**src/flsps_map.svh**
```systemverilog
// Register offsets, field positions and timing constants of the flash self-programming sequencer
// Operation
// - Flash rows hold 128 instruction words; one row is programmed per operation.
// - Erase unit is a page of eight rows, 1024 words.
// - Pages align on 3072-byte and rows on 384-byte boundaries.
// - Holding buffer keeps 128 words; table writes never touch the array.
// - Each table write is one word and takes two cycles.
// - Setting start bit 15 launches the selected operation, internally timed.
// - Hardware clears the start bit when the operation ends.
// - A completion interrupt request is raised at the end.
// - The CPU is stalled while a user flash operation runs.
// - Interrupts arriving during a stalling operation stay pending until it ends.
// - Work on the other flash region proceeds without stalling the CPU.
// - Power-on or brown-out reset aborts the running operation at once.
// - Pin, software, watchdog, trap, mismatch, opcode resets wait for completion.
// - Reprogrammed configuration words act only after a later reset.
// - Erasing the last page also clears the configuration words.
// - Page erase ignores the 11 low address bits.
// - After a valid key, start is accepted only on the very next access.
// - Operation select decodes erase, row, word pair, config, bulk primary, bulk auxiliary.
// - Operations run only while the program enable gate is set.
// - Target address is 24 bits: high register 8 bits, low register 16.
`ifndef FLSPS_MAP_SVH
`define FLSPS_MAP_SVH
`define FLSPS_OFS_CTRL    5'h00
`define FLSPS_OFS_KEY     5'h04
`define FLSPS_OFS_ADRLO   5'h08
`define FLSPS_OFS_ADRHI   5'h0c
`define FLSPS_OFS_TBLADR  5'h10
`define FLSPS_OFS_TBLLO   5'h14
`define FLSPS_OFS_TBLHI   5'h18
`define FLSPS_BIT_START   15
`define FLSPS_BIT_GATE    14
`define FLSPS_BIT_ERR     13
`define FLSPS_BIT_IDLE    12
`define FLSPS_KEY_FIRST   8'h55
`define FLSPS_KEY_SECOND  8'haa
`define FLSPS_OP_CFG      4'h0
`define FLSPS_OP_PAIR     4'h1
`define FLSPS_OP_ROW      4'h2
`define FLSPS_OP_PAGE     4'h3
`define FLSPS_OP_AUXBULK  4'ha
`define FLSPS_OP_PRIBULK  4'hd
`define FLSPS_ROW_WORDS   128
`define FLSPS_PAIR_WORDS  2
`define FLSPS_PAGE_MASK   24'hfff800
`define FLSPS_ROW_MASK    24'hffff00
`define FLSPS_PAIR_MASK   24'hfffffc
`define FLSPS_CFG_BIT     23
`define FLSPS_CLK_MHZ     200
`define FLSPS_ERASE_US    20
`define FLSPS_PROG_US     2
`endif

```
**src/flsps_pkg.sv**
```systemverilog
// Shared types of the flash self-programming sequencer
package flsps_pkg;
  typedef enum logic [1:0] {FLSPS_WRITE, FLSPS_ERASE_PAGE, FLSPS_ERASE_PRI, FLSPS_ERASE_AUX} flsps_kind_t;
  typedef struct packed {
    logic        valid;
    flsps_kind_t kind;
    logic        cfg_clear;
    logic [23:0] addr;
    logic [23:0] data;
  } flsps_cmd_t;
  typedef enum {FLSPS_IDLE, FLSPS_LOAD, FLSPS_WAIT} flsps_state_t;
  typedef enum {FLSPS_KEY_NONE, FLSPS_KEY_HALF, FLSPS_KEY_ARMED} flsps_key_t;
endpackage

```
**src/flsps_hold_buf.sv**
```systemverilog
// Holding buffer for one row of programming data
`timescale 1ns/100ps
module flsps_hold_buf #(
  parameter int WORDS = 128,
  parameter int AW    = 7
) (
  input  wire logic          mclk,
  input  wire logic          wr_lo,
  input  wire logic          wr_hi,
  input  wire logic [AW-1:0] wr_idx,
  input  wire logic [15:0]   wr_data,
  input  wire logic [AW-1:0] rd_idx,
  output logic [23:0]        rd_data
);
  logic [23:0] mem [WORDS];

  // Per-entry lanes: low word and high byte written separately
  for (genvar i = 0; i < WORDS; i++) begin : g_ent
    always_ff @(posedge mclk) begin
      if (wr_lo && wr_idx == AW'(i)) begin
        mem[i][15:0] <= wr_data;
      end
      if (wr_hi && wr_idx == AW'(i)) begin
        mem[i][23:16] <= wr_data[7:0];
      end
    end
  end

  always_ff @(posedge mclk) begin
    rd_data <= mem[rd_idx];
  end
endmodule

```
**src/flsps_seq.sv**
```systemverilog
// Flash self-programming sequencer with Avalon-MM register slave
//
// The Avalon-MM slave port and the register offsets were chosen for this implementation.
`timescale 1ns/100ps
`include "flsps_map.svh"
module flsps_seq #(
  parameter int ROW_WORDS    = `FLSPS_ROW_WORDS,
  parameter int ERASE_CYCLES = `FLSPS_ERASE_US * `FLSPS_CLK_MHZ,
  parameter int PROG_CYCLES  = `FLSPS_PROG_US * `FLSPS_CLK_MHZ,
  parameter logic [23:0] LAST_PAGE = 24'h07f800,
  parameter logic [23:0] AUX_BASE  = 24'h7fc000
) (
  input  wire logic                mclk,
  input  wire logic                reset,
  input  wire logic [4:0]          address,
  input  wire logic                read,
  input  wire logic                write,
  input  wire logic [31:0]         writedata,
  output logic [31:0]              readdata,
  output logic                     waitrequest,
  input  wire logic                brownout_reset,
  input  wire logic [5:0]          deferred_reset_in,
  input  wire logic                exec_from_aux,
  output logic                     sys_reset_req,
  output logic                     cpu_stall,
  output logic                     irq_hold,
  output logic                     done_irq,
  output logic                     flash_abort,
  output logic                     cfg_reload_pending,
  output flsps_pkg::flsps_cmd_t    flash_cmd
);
  localparam int AW = $clog2(ROW_WORDS);
  localparam logic [31:0] ERASE_CNT = 32'(ERASE_CYCLES);
  localparam logic [31:0] PROG_CNT  = 32'(PROG_CYCLES);

  flsps_pkg::flsps_state_t state, next_state;
  flsps_pkg::flsps_key_t   key, next_key;
  logic        start, next_start;
  logic        gate, next_gate;
  logic        err, next_err;
  logic        idle_stop, next_idle_stop;
  logic [3:0]  op, next_op;
  logic [15:0] adr_lo, next_adr_lo;
  logic [7:0]  adr_hi, next_adr_hi;
  logic [23:0] tbl_adr, next_tbl_adr;
  logic        wait_q, next_wait_q;
  logic [31:0] next_readdata;
  logic [AW:0] cnt, next_cnt;
  logic [AW:0] total, next_total;
  logic        pipe_v, next_pipe_v;
  logic [23:0] pipe_adr, next_pipe_adr;
  logic [23:0] base, next_base;
  logic [31:0] timer, next_timer;
  logic [5:0]  rst_pend, next_rst_pend;
  logic        next_sys_reset_req;
  logic        next_cpu_stall;
  logic        next_irq_hold;
  logic        next_done_irq;
  logic        next_flash_abort;
  logic        next_cfg_pend;
  flsps_pkg::flsps_cmd_t next_cmd;
  logic        buf_wr_lo, buf_wr_hi;
  logic [23:0] buf_rd_data;
  logic        take, wr_take, rd_take;
  logic [23:0] target;
  logic        start_try, start_ok, op_known, aux_target;

  // Writes act on the edge where waitrequest is seen low; read data is
  // captured one edge earlier so that it already stands there
  assign take    = (read || write) && wait_q;
  assign wr_take = write && wait_q;
  assign rd_take = read && !wait_q;
  assign target  = {adr_hi, adr_lo};
  assign buf_wr_lo = wr_take && address == `FLSPS_OFS_TBLLO;
  assign buf_wr_hi = wr_take && address == `FLSPS_OFS_TBLHI;

  always_comb begin
    op_known = 1'b0;
    case (writedata[3:0])
      `FLSPS_OP_CFG, `FLSPS_OP_PAIR, `FLSPS_OP_ROW, `FLSPS_OP_PAGE,
      `FLSPS_OP_AUXBULK, `FLSPS_OP_PRIBULK: op_known = 1'b1;
      default: op_known = 1'b0;
    endcase
  end

  assign start_try = wr_take && address == `FLSPS_OFS_CTRL && writedata[`FLSPS_BIT_START] && !start;
  // Gate comes from the same write, so a single start store with the gate set works
  assign start_ok  = start_try && key == flsps_pkg::FLSPS_KEY_ARMED
                     && writedata[`FLSPS_BIT_GATE] && op_known;

  // Every access is answered on its second cycle, giving two-cycle table writes
  always_comb begin
    next_wait_q   = wait_q;
    next_readdata = readdata;
    if (read || write) begin
      next_wait_q = !wait_q;
    end
    if (rd_take) begin
      if (address == `FLSPS_OFS_CTRL) begin
        next_readdata = 32'h0;
        next_readdata[`FLSPS_BIT_START] = start;
        next_readdata[`FLSPS_BIT_GATE]  = gate;
        next_readdata[`FLSPS_BIT_ERR]   = err;
        next_readdata[`FLSPS_BIT_IDLE]  = idle_stop;
        next_readdata[3:0]              = op;
      end else if (address == `FLSPS_OFS_ADRLO) begin
        next_readdata = {16'h0, adr_lo};
      end else if (address == `FLSPS_OFS_ADRHI) begin
        next_readdata = {24'h0, adr_hi};
      end else if (address == `FLSPS_OFS_TBLADR) begin
        next_readdata = {8'h0, tbl_adr};
      end else begin
        next_readdata = 32'h0;
      end
    end
  end

  always_comb begin
    next_state     = state;
    next_key       = key;
    next_start     = start;
    next_gate      = gate;
    next_err       = err;
    next_idle_stop = idle_stop;
    next_op        = op;
    next_adr_lo    = adr_lo;
    next_adr_hi    = adr_hi;
    next_tbl_adr   = tbl_adr;
    next_cnt       = cnt;
    next_total     = total;
    next_pipe_v    = 1'b0;
    next_pipe_adr  = pipe_adr;
    next_base      = base;
    next_timer     = timer;
    next_done_irq  = 1'b0;
    next_flash_abort = 1'b0;
    next_cfg_pend  = cfg_reload_pending;
    next_cmd       = '0;
    next_rst_pend  = rst_pend | deferred_reset_in;
    // Clear first so a configuration change in the same cycle wins
    if (sys_reset_req) begin
      next_cfg_pend = 1'b0;
    end
    // Key window lasts exactly one access after the second key
    if (take && key == flsps_pkg::FLSPS_KEY_ARMED) begin
      next_key = flsps_pkg::FLSPS_KEY_NONE;
    end
    if (wr_take) begin
      if (address == `FLSPS_OFS_KEY) begin
        if (writedata[7:0] == `FLSPS_KEY_FIRST) begin
          next_key = flsps_pkg::FLSPS_KEY_HALF;
        end else if (writedata[7:0] == `FLSPS_KEY_SECOND && key == flsps_pkg::FLSPS_KEY_HALF) begin
          next_key = flsps_pkg::FLSPS_KEY_ARMED;
        end else begin
          next_key = flsps_pkg::FLSPS_KEY_NONE;
        end
      end else if (address == `FLSPS_OFS_CTRL && state == flsps_pkg::FLSPS_IDLE) begin
        next_gate      = writedata[`FLSPS_BIT_GATE];
        next_idle_stop = writedata[`FLSPS_BIT_IDLE];
        next_op        = writedata[3:0];
        if (!writedata[`FLSPS_BIT_ERR]) begin
          next_err = 1'b0;
        end
      end else if (address == `FLSPS_OFS_ADRLO && state == flsps_pkg::FLSPS_IDLE) begin
        next_adr_lo = writedata[15:0];
      end else if (address == `FLSPS_OFS_ADRHI && state == flsps_pkg::FLSPS_IDLE) begin
        next_adr_hi = writedata[7:0];
      end else if (address == `FLSPS_OFS_TBLADR) begin
        next_tbl_adr = writedata[23:0];
      end else if (address == `FLSPS_OFS_TBLHI) begin
        // Sequential loading advances by one instruction after the high part
        next_tbl_adr = tbl_adr + 24'h2;
      end
    end
    // Error set placed after the clear so a concurrent event wins
    if (start_try && !start_ok) begin
      next_err = 1'b1;
    end
    if (start_ok) begin
      next_start = 1'b1;
      next_cnt   = '0;
      case (writedata[3:0])
        `FLSPS_OP_ROW: begin
          next_base  = target & `FLSPS_ROW_MASK;
          next_total = (AW+1)'(ROW_WORDS);
          next_state = flsps_pkg::FLSPS_LOAD;
        end
        `FLSPS_OP_PAIR: begin
          next_base  = target & `FLSPS_PAIR_MASK;
          next_total = (AW+1)'(`FLSPS_PAIR_WORDS);
          next_state = flsps_pkg::FLSPS_LOAD;
        end
        `FLSPS_OP_CFG: begin
          next_base     = target;
          next_total    = (AW+1)'(1);
          next_state    = flsps_pkg::FLSPS_LOAD;
          next_cfg_pend = 1'b1;
        end
        default: begin
          next_cmd.valid = 1'b1;
          next_cmd.addr  = target & `FLSPS_PAGE_MASK;
          if (writedata[3:0] == `FLSPS_OP_PAGE) begin
            next_cmd.kind      = flsps_pkg::FLSPS_ERASE_PAGE;
            next_cmd.cfg_clear = (target & `FLSPS_PAGE_MASK) == LAST_PAGE;
            next_cfg_pend      = next_cfg_pend | ((target & `FLSPS_PAGE_MASK) == LAST_PAGE);
          end else if (writedata[3:0] == `FLSPS_OP_AUXBULK) begin
            next_cmd.kind = flsps_pkg::FLSPS_ERASE_AUX;
          end else begin
            next_cmd.kind      = flsps_pkg::FLSPS_ERASE_PRI;
            next_cmd.cfg_clear = 1'b1;
            next_cfg_pend      = 1'b1;
          end
          next_timer = ERASE_CNT - 32'h1;
          next_state = flsps_pkg::FLSPS_WAIT;
        end
      endcase
    end
    case (state)
      flsps_pkg::FLSPS_LOAD: begin
        // Buffer read has one cycle latency; address travels alongside
        if (cnt < total) begin
          next_pipe_v   = 1'b1;
          next_pipe_adr = base + {15'h0, cnt, 1'b0};
          next_cnt      = cnt + (AW+1)'(1);
        end else if (!pipe_v) begin
          next_timer = PROG_CNT - 32'h1;
          next_state = flsps_pkg::FLSPS_WAIT;
        end
        if (pipe_v) begin
          next_cmd.valid = 1'b1;
          next_cmd.kind  = flsps_pkg::FLSPS_WRITE;
          next_cmd.addr  = pipe_adr;
          next_cmd.data  = buf_rd_data;
        end
      end
      flsps_pkg::FLSPS_WAIT: begin
        if (timer == 32'h0) begin
          next_start    = 1'b0;
          next_done_irq = 1'b1;
          next_state    = flsps_pkg::FLSPS_IDLE;
        end else begin
          next_timer = timer - 32'h1;
        end
      end
      default: begin
      end
    endcase
    // Brown-out kills the operation outright; the flag tells software to repeat
    if (brownout_reset) begin
      next_state       = flsps_pkg::FLSPS_IDLE;
      next_start       = 1'b0;
      next_pipe_v      = 1'b0;
      next_cmd         = '0;
      next_flash_abort = state != flsps_pkg::FLSPS_IDLE;
      next_err         = next_err | (state != flsps_pkg::FLSPS_IDLE);
      next_key         = flsps_pkg::FLSPS_KEY_NONE;
    end
    // Deferred resets are released only once the array is quiet
    next_sys_reset_req = |rst_pend && next_state == flsps_pkg::FLSPS_IDLE;
    if (sys_reset_req) begin
      next_rst_pend = deferred_reset_in;
    end
    // Region of the operation being started, not of the previous one;
    // configuration space is never the auxiliary region
    aux_target = (next_op == `FLSPS_OP_AUXBULK)
                 || (next_op != `FLSPS_OP_PRIBULK && target >= AUX_BASE && !target[`FLSPS_CFG_BIT]);
    next_cpu_stall = next_state != flsps_pkg::FLSPS_IDLE && (aux_target == exec_from_aux);
    next_irq_hold  = next_cpu_stall;
  end

  always_ff @(posedge mclk or posedge reset) begin
    if (reset) begin
      state       <= flsps_pkg::FLSPS_IDLE;
      key         <= flsps_pkg::FLSPS_KEY_NONE;
      start       <= 1'b0;
      gate        <= 1'b0;
      err         <= 1'b0;
      idle_stop   <= 1'b0;
      op          <= 4'h0;
      adr_lo      <= 16'h0;
      adr_hi      <= 8'h0;
      tbl_adr     <= 24'h0;
      wait_q      <= 1'b0;
      readdata    <= 32'h0;
      cnt         <= '0;
      total       <= '0;
      pipe_v      <= 1'b0;
      pipe_adr    <= 24'h0;
      base        <= 24'h0;
      timer       <= 32'h0;
      rst_pend    <= 6'h0;
      sys_reset_req <= 1'b0;
      cpu_stall   <= 1'b0;
      irq_hold    <= 1'b0;
      done_irq    <= 1'b0;
      flash_abort <= 1'b0;
      cfg_reload_pending <= 1'b0;
      flash_cmd   <= '0;
    end else begin
      state       <= next_state;
      key         <= next_key;
      start       <= next_start;
      gate        <= next_gate;
      err         <= next_err;
      idle_stop   <= next_idle_stop;
      op          <= next_op;
      adr_lo      <= next_adr_lo;
      adr_hi      <= next_adr_hi;
      tbl_adr     <= next_tbl_adr;
      wait_q      <= next_wait_q;
      readdata    <= next_readdata;
      cnt         <= next_cnt;
      total       <= next_total;
      pipe_v      <= next_pipe_v;
      pipe_adr    <= next_pipe_adr;
      base        <= next_base;
      timer       <= next_timer;
      rst_pend    <= next_rst_pend;
      sys_reset_req <= next_sys_reset_req;
      cpu_stall   <= next_cpu_stall;
      irq_hold    <= next_irq_hold;
      done_irq    <= next_done_irq;
      flash_abort <= next_flash_abort;
      cfg_reload_pending <= next_cfg_pend;
      flash_cmd   <= next_cmd;
    end
  end

  assign waitrequest = !wait_q;

  flsps_hold_buf #(
    .WORDS (ROW_WORDS),
    .AW    (AW)
  ) u_buf (
    .mclk    (mclk),
    .wr_lo   (buf_wr_lo),
    .wr_hi   (buf_wr_hi),
    .wr_idx  (tbl_adr[AW:1]),
    .wr_data (writedata[15:0]),
    .rd_idx  (cnt[AW-1:0]),
    .rd_data (buf_rd_data)
  );

  logic [AW+1:0] wr_seen;
  always_ff @(posedge mclk or posedge reset) begin
    if (reset) begin
      wr_seen <= '0;
    end else if (state == flsps_pkg::FLSPS_IDLE) begin
      wr_seen <= '0;
    end else if (flash_cmd.valid && flash_cmd.kind == flsps_pkg::FLSPS_WRITE) begin
      wr_seen <= wr_seen + (AW+2)'(1);
    end
  end

  property p_row_count;
    @(posedge mclk) disable iff (reset)
    (state == flsps_pkg::FLSPS_WAIT && op == `FLSPS_OP_ROW && $past(state) == flsps_pkg::FLSPS_LOAD)
      |-> wr_seen == (AW+2)'(ROW_WORDS);
  endproperty
  a_row_count: assert property (p_row_count) else $error("row program did not issue a full row");

  property p_two_cycle;
    @(posedge mclk) disable iff (reset)
    (write && waitrequest) |=> !waitrequest ##1 waitrequest;
  endproperty
  a_two_cycle: assert property (p_two_cycle) else $error("access not answered in two cycles");

  property p_start_armed;
    @(posedge mclk) disable iff (reset)
    $rose(start) |-> $past(key) == flsps_pkg::FLSPS_KEY_ARMED && $past(writedata[`FLSPS_BIT_GATE]);
  endproperty
  a_start_armed: assert property (p_start_armed) else $error("start without key or gate");

  property p_bad_start_err;
    @(posedge mclk) disable iff (reset)
    (start_try && !start_ok && !brownout_reset) |=> err && !start;
  endproperty
  a_bad_start_err: assert property (p_bad_start_err) else $error("bad start did not flag error");

  property p_done_clears;
    @(posedge mclk) disable iff (reset)
    done_irq |-> !start && state == flsps_pkg::FLSPS_IDLE && $past(start);
  endproperty
  a_done_clears: assert property (p_done_clears) else $error("completion with start still set");

  property p_page_align;
    @(posedge mclk) disable iff (reset)
    (flash_cmd.valid && flash_cmd.kind == flsps_pkg::FLSPS_ERASE_PAGE) |-> flash_cmd.addr[10:0] == 11'h0;
  endproperty
  a_page_align: assert property (p_page_align) else $error("page erase address not aligned");

  property p_stall_busy;
    @(posedge mclk) disable iff (reset)
    cpu_stall |-> state != flsps_pkg::FLSPS_IDLE && irq_hold;
  endproperty
  a_stall_busy: assert property (p_stall_busy) else $error("stall outside an operation");

  property p_reset_defer;
    @(posedge mclk) disable iff (reset)
    sys_reset_req |-> state == flsps_pkg::FLSPS_IDLE && !start;
  endproperty
  a_reset_defer: assert property (p_reset_defer) else $error("reset released during operation");

  property p_brownout;
    @(posedge mclk) disable iff (reset)
    brownout_reset |=> state == flsps_pkg::FLSPS_IDLE && !start && !flash_cmd.valid;
  endproperty
  a_brownout: assert property (p_brownout) else $error("brown-out did not abort");
endmodule

```
**config.mk**
```make
export PLATFORM = sky130hd
export DESIGN_NAME = flsps_seq
export DESIGN_NICKNAME = d
export VERILOG_FILES = /design/src/flsps_pkg.sv /design/src/flsps_hold_buf.sv /design/src/flsps_seq.sv
export VERILOG_INCLUDE_DIRS = /design/src
export SDC_FILE = /design/constraint.sdc
export NUM_CORES = 2
export LEC_CHECK = 0
export ABC_CLOCK_PERIOD_IN_PS = 15250
export BUFFER_PORTS_ARGS = -buffer_cell sky130_fd_sc_hd__buf_2
export CORE_MARGIN = 4
export CORE_UTILIZATION = 24
export CTS_BUF_LIST = sky130_fd_sc_hd__clkbuf_4
export CTS_CLUSTER_DIAMETER = 30
export DETAILED_ROUTE_END_ITERATION = 7
export SLEW_MARGIN = 30
export SYNTH_ARGS = -nofsm -noshare
export SYNTH_HDL_FRONTEND = slang
export SYNTH_SLANG_ARGS = --single-unit
export TNS_END_PERCENT = 1
```
**constraint.sdc**
```tcl
create_clock -name mclk -period 15.25 [get_ports mclk]
set_input_delay 0.7625 -clock mclk [delete_from_list [all_inputs] [get_ports mclk]]
set_output_delay 0.7625 -clock mclk [all_outputs]
set_load 0.01 [all_outputs]
```
==> impl_metrics.toml <==
[yosys]
ys_seq_area_share_pct = 76.1
synthCells = 6508
async_flop_share_pct = 8.83
yosys_register_bits = 3396
avgSynthCellArea_um2 = 20.2
synth_cell_types = 80
synth.largest_area_cell = "edfxtp_1"
netlist_top_cells_area = "edfxtp_1 (70%), mux4_2 (14%), dfrtp_1 (5.7%)"
synth_common_cells = "edfxtp_1 (3,072), mux4_2 (824), nor2_1 (552), dfrtp_1 (300), clkbuf_1 (207)"
synth_top_cell_area_share_pct = 70.1
mappedNetlistArea_mm2 = 0.132
synth_most_common_cell = "edfxtp_1"
yosysWarnings = 0
synth_edf_count = 3072
synthFlopType = "edfxtp_1"

[cells_and_area]
instances_no_fill = 15278
multi_input_area_mm2 = 0.0301
final-seq-area_mm2 = 0.100
fill_cells = 53663
nNetsFinal = 7464
syn_to_final_growth_pct = 16.5
layout-drive-gt1-share_pct = 32.8

[critical_path]
endpoint_kind = "flop"
crit_required_ns = 16.45
crit_path_top_delay_cell = "dfrtp_4"
arrival_ns = 6.99
crit_type = "flop to flop"
path_buf_inv = 4
path_cells = "buf_4 > buf_4 > buf_6 > buf_6 > mux4_2 > mux4_2 > o22ai_1 > a21oi_1"
cpPeakStageDelay_ns = 0.94
start_kind = "flop"
crit_family = "buffers and inverters"
crit_fanout = 50

[clock_network]
cts_made_buffers = 827
worstSkewPairLatency_ns = 1.43
cts_setup_buffers = 0
htreeDepth = 6
path_clk_slew_ns = 0.06
clockRootBuffer = "clkbuf_4"
ctsResizeCount = 0
tritoncts = "built"
numClockSinks = 3396
cts_hold_buf = 56
cts_max_path_buffers = 4

[sta]
period_share_pct = 38.0
slew_headroom_pct = 22.0
finalHoldViolations = 0
finalMaxSlewViolations = 0
setup_viol = 0
fin_skew_ns = 0.195
worst_pin_slew_ns = 1.17
setup_tns_ns = 0
rsz0062_at_grt = "no"
fmax_mhz = 173
fin_crit_ns = 5.79

[placement]
dp.cells = 13743
place.gp.congestion = 0.802
hpwl_um = 209000
port-buffer-count = 123

[route]
via_count = 69692
wl_per_cell_um = 22.8
ant_nets = 0
drt_wl_total_um = 348000
first_pass_iters = 6
via_per_inst = 4.56
drc = 0
drt-initial-drc-count = 8017

[global_route]
grt_overflow = 0
grt_pass1_vias = 70989
grt.total_usage_pct = 12.0
antenna_found_initial = 34
grt_max_degree = 185
grt_pass1_wl_um = 498000

[die]
initial_core_util_pct = 24.1
rows = 271
core_area_mm2 = 0.546
num_io_pins = 140
die_y_um = 749
die_w_um = 749
die_area_mm2 = 0.560

[run_status]
status = "finished, final reports clean"

[worst_hold_path]
hp-class = "primary input to flop"

[job]
drv_cap = 0

[pwr]
total_power_mw = 18.2
p_leak_nw = 50.6
peakVddDrop_mv = 0.0885
power_density_mw_per_mm2 = 119
## worst reg2reg max path: cells and delay by family, from the launching register on
family,cells,cell delay (ns)
compound gates,2,0.50
buf+inv,4,3.05
flops,1,0.94
mux,2,1.25
## cell type report
cell class,instances,share of cell area (%)
Sequential cell,3396,65.4
Timing Repair Buffer,424,2.21
Tap cell,7234,5.90
Clock inverter,266,1.00
Inverter,22,0.0637
Multi-Input combinational cell,2727,19.6
Clock buffer,1183,5.79
Antenna cell,26,0.0424
## registers in the layout, indices dropped and copies added, names as in the netlist, 32 cells and up
register,count
timer,32
key,32
state,32
flash_cmd,52
u_buf.mem,3072
## layout by cell type, fill, tap and decap left out, types with 18 or more instances in the layout
master	count
dfrtp_1	295
buf_2	107
nor2b_1	19
nand3_1	50
a22o_1	29
mux2_2	84
nand2_1	163
buf_4	230
or3_1	34
clkinv_2	29
a22oi_1	64
dfxtp_1	24
o21ai_0	104
nor2_2	24
o22ai_1	107
dlygate4sd3_1	56
nor4_1	25
clkbuf_4	1183
and2_1	105
mux2i_1	101
diode_2	26
nor3_1	29
or4_1	18
clkinv_1	192
nor2_1	521
a21oi_1	129
edfxtp_1	3072
mux4_2	824
o211ai_1	22
inv_1	20
## power breakdown
| group | switching, mW | total, mW | internal, mW | leakage [nW] |
|---|---|---|---|---|
| Sequential | 0.0798 | 10.3 | 10.2 | 31.8 |
| Clock | 3.59 | 7.40 | 3.82 | 6.16 |
| Combinational | 0.456 | 0.558 | 0.102 | 12.7 |
## path summary, 6_finish.rpt
kind,start,cells after the start,to,slack (ns)
max,cnt[0],8,u_buf.rd_data[6],9.46
min,address[1],4,readdata[14],0.22
max reg2reg,cnt[0],8,u_buf.rd_data[6],9.46
min reg2reg,u_buf.rd_data[15],1,flash_cmd[15],0.44
max in group asynchronous,reset,6,readdata[21],12.33
min in group asynchronous,reset,4,flash_cmd[1],0.63
## per-layer routing
layer / GRT usage [%] / share of wire (%) / vias to the layer above
met5: 0.0772 / 0.025 / -
met4: 3.78 / 2.7 / 12
met3: 3.03 / 9.2 / 594
met2: 19.0 / 47 / 3494
met1: 16.0 / 41 / 36529
li1: - / - / 29063
## per-stage QoR
step	cell area, um^2	hold WS (ns)	util, %	setup slack (ns)
global placement	142000	0.430	26.0	8.73
finish	153000	0.217	28.1	9.46
detailed placement	142000	0.418	26.1	8.66
global route	153000	0.119	28.1	8.87
floorplan	132000	0.413	-	6.20
CTS	153000	0.000283	28.1	8.72
## cells by family (layout without fill, tap and decap cells)
kind of cell	count (synthesis)	after routing	synth area share (%)
other	1	34	0.00285
adders and majority gates	17	17	0.167
AOI/OAI and AO/OA	553	553	2.66
xor gates and xnor gates	24	24	0.160
buffers and inverters	392	1895	1.28
muxes	1009	1009	15.6
DFF	3396	3396	76.1
and+or+nand+nor	1116	1116	4.01
No activity file was read; power rests on OpenSTA's default activity.
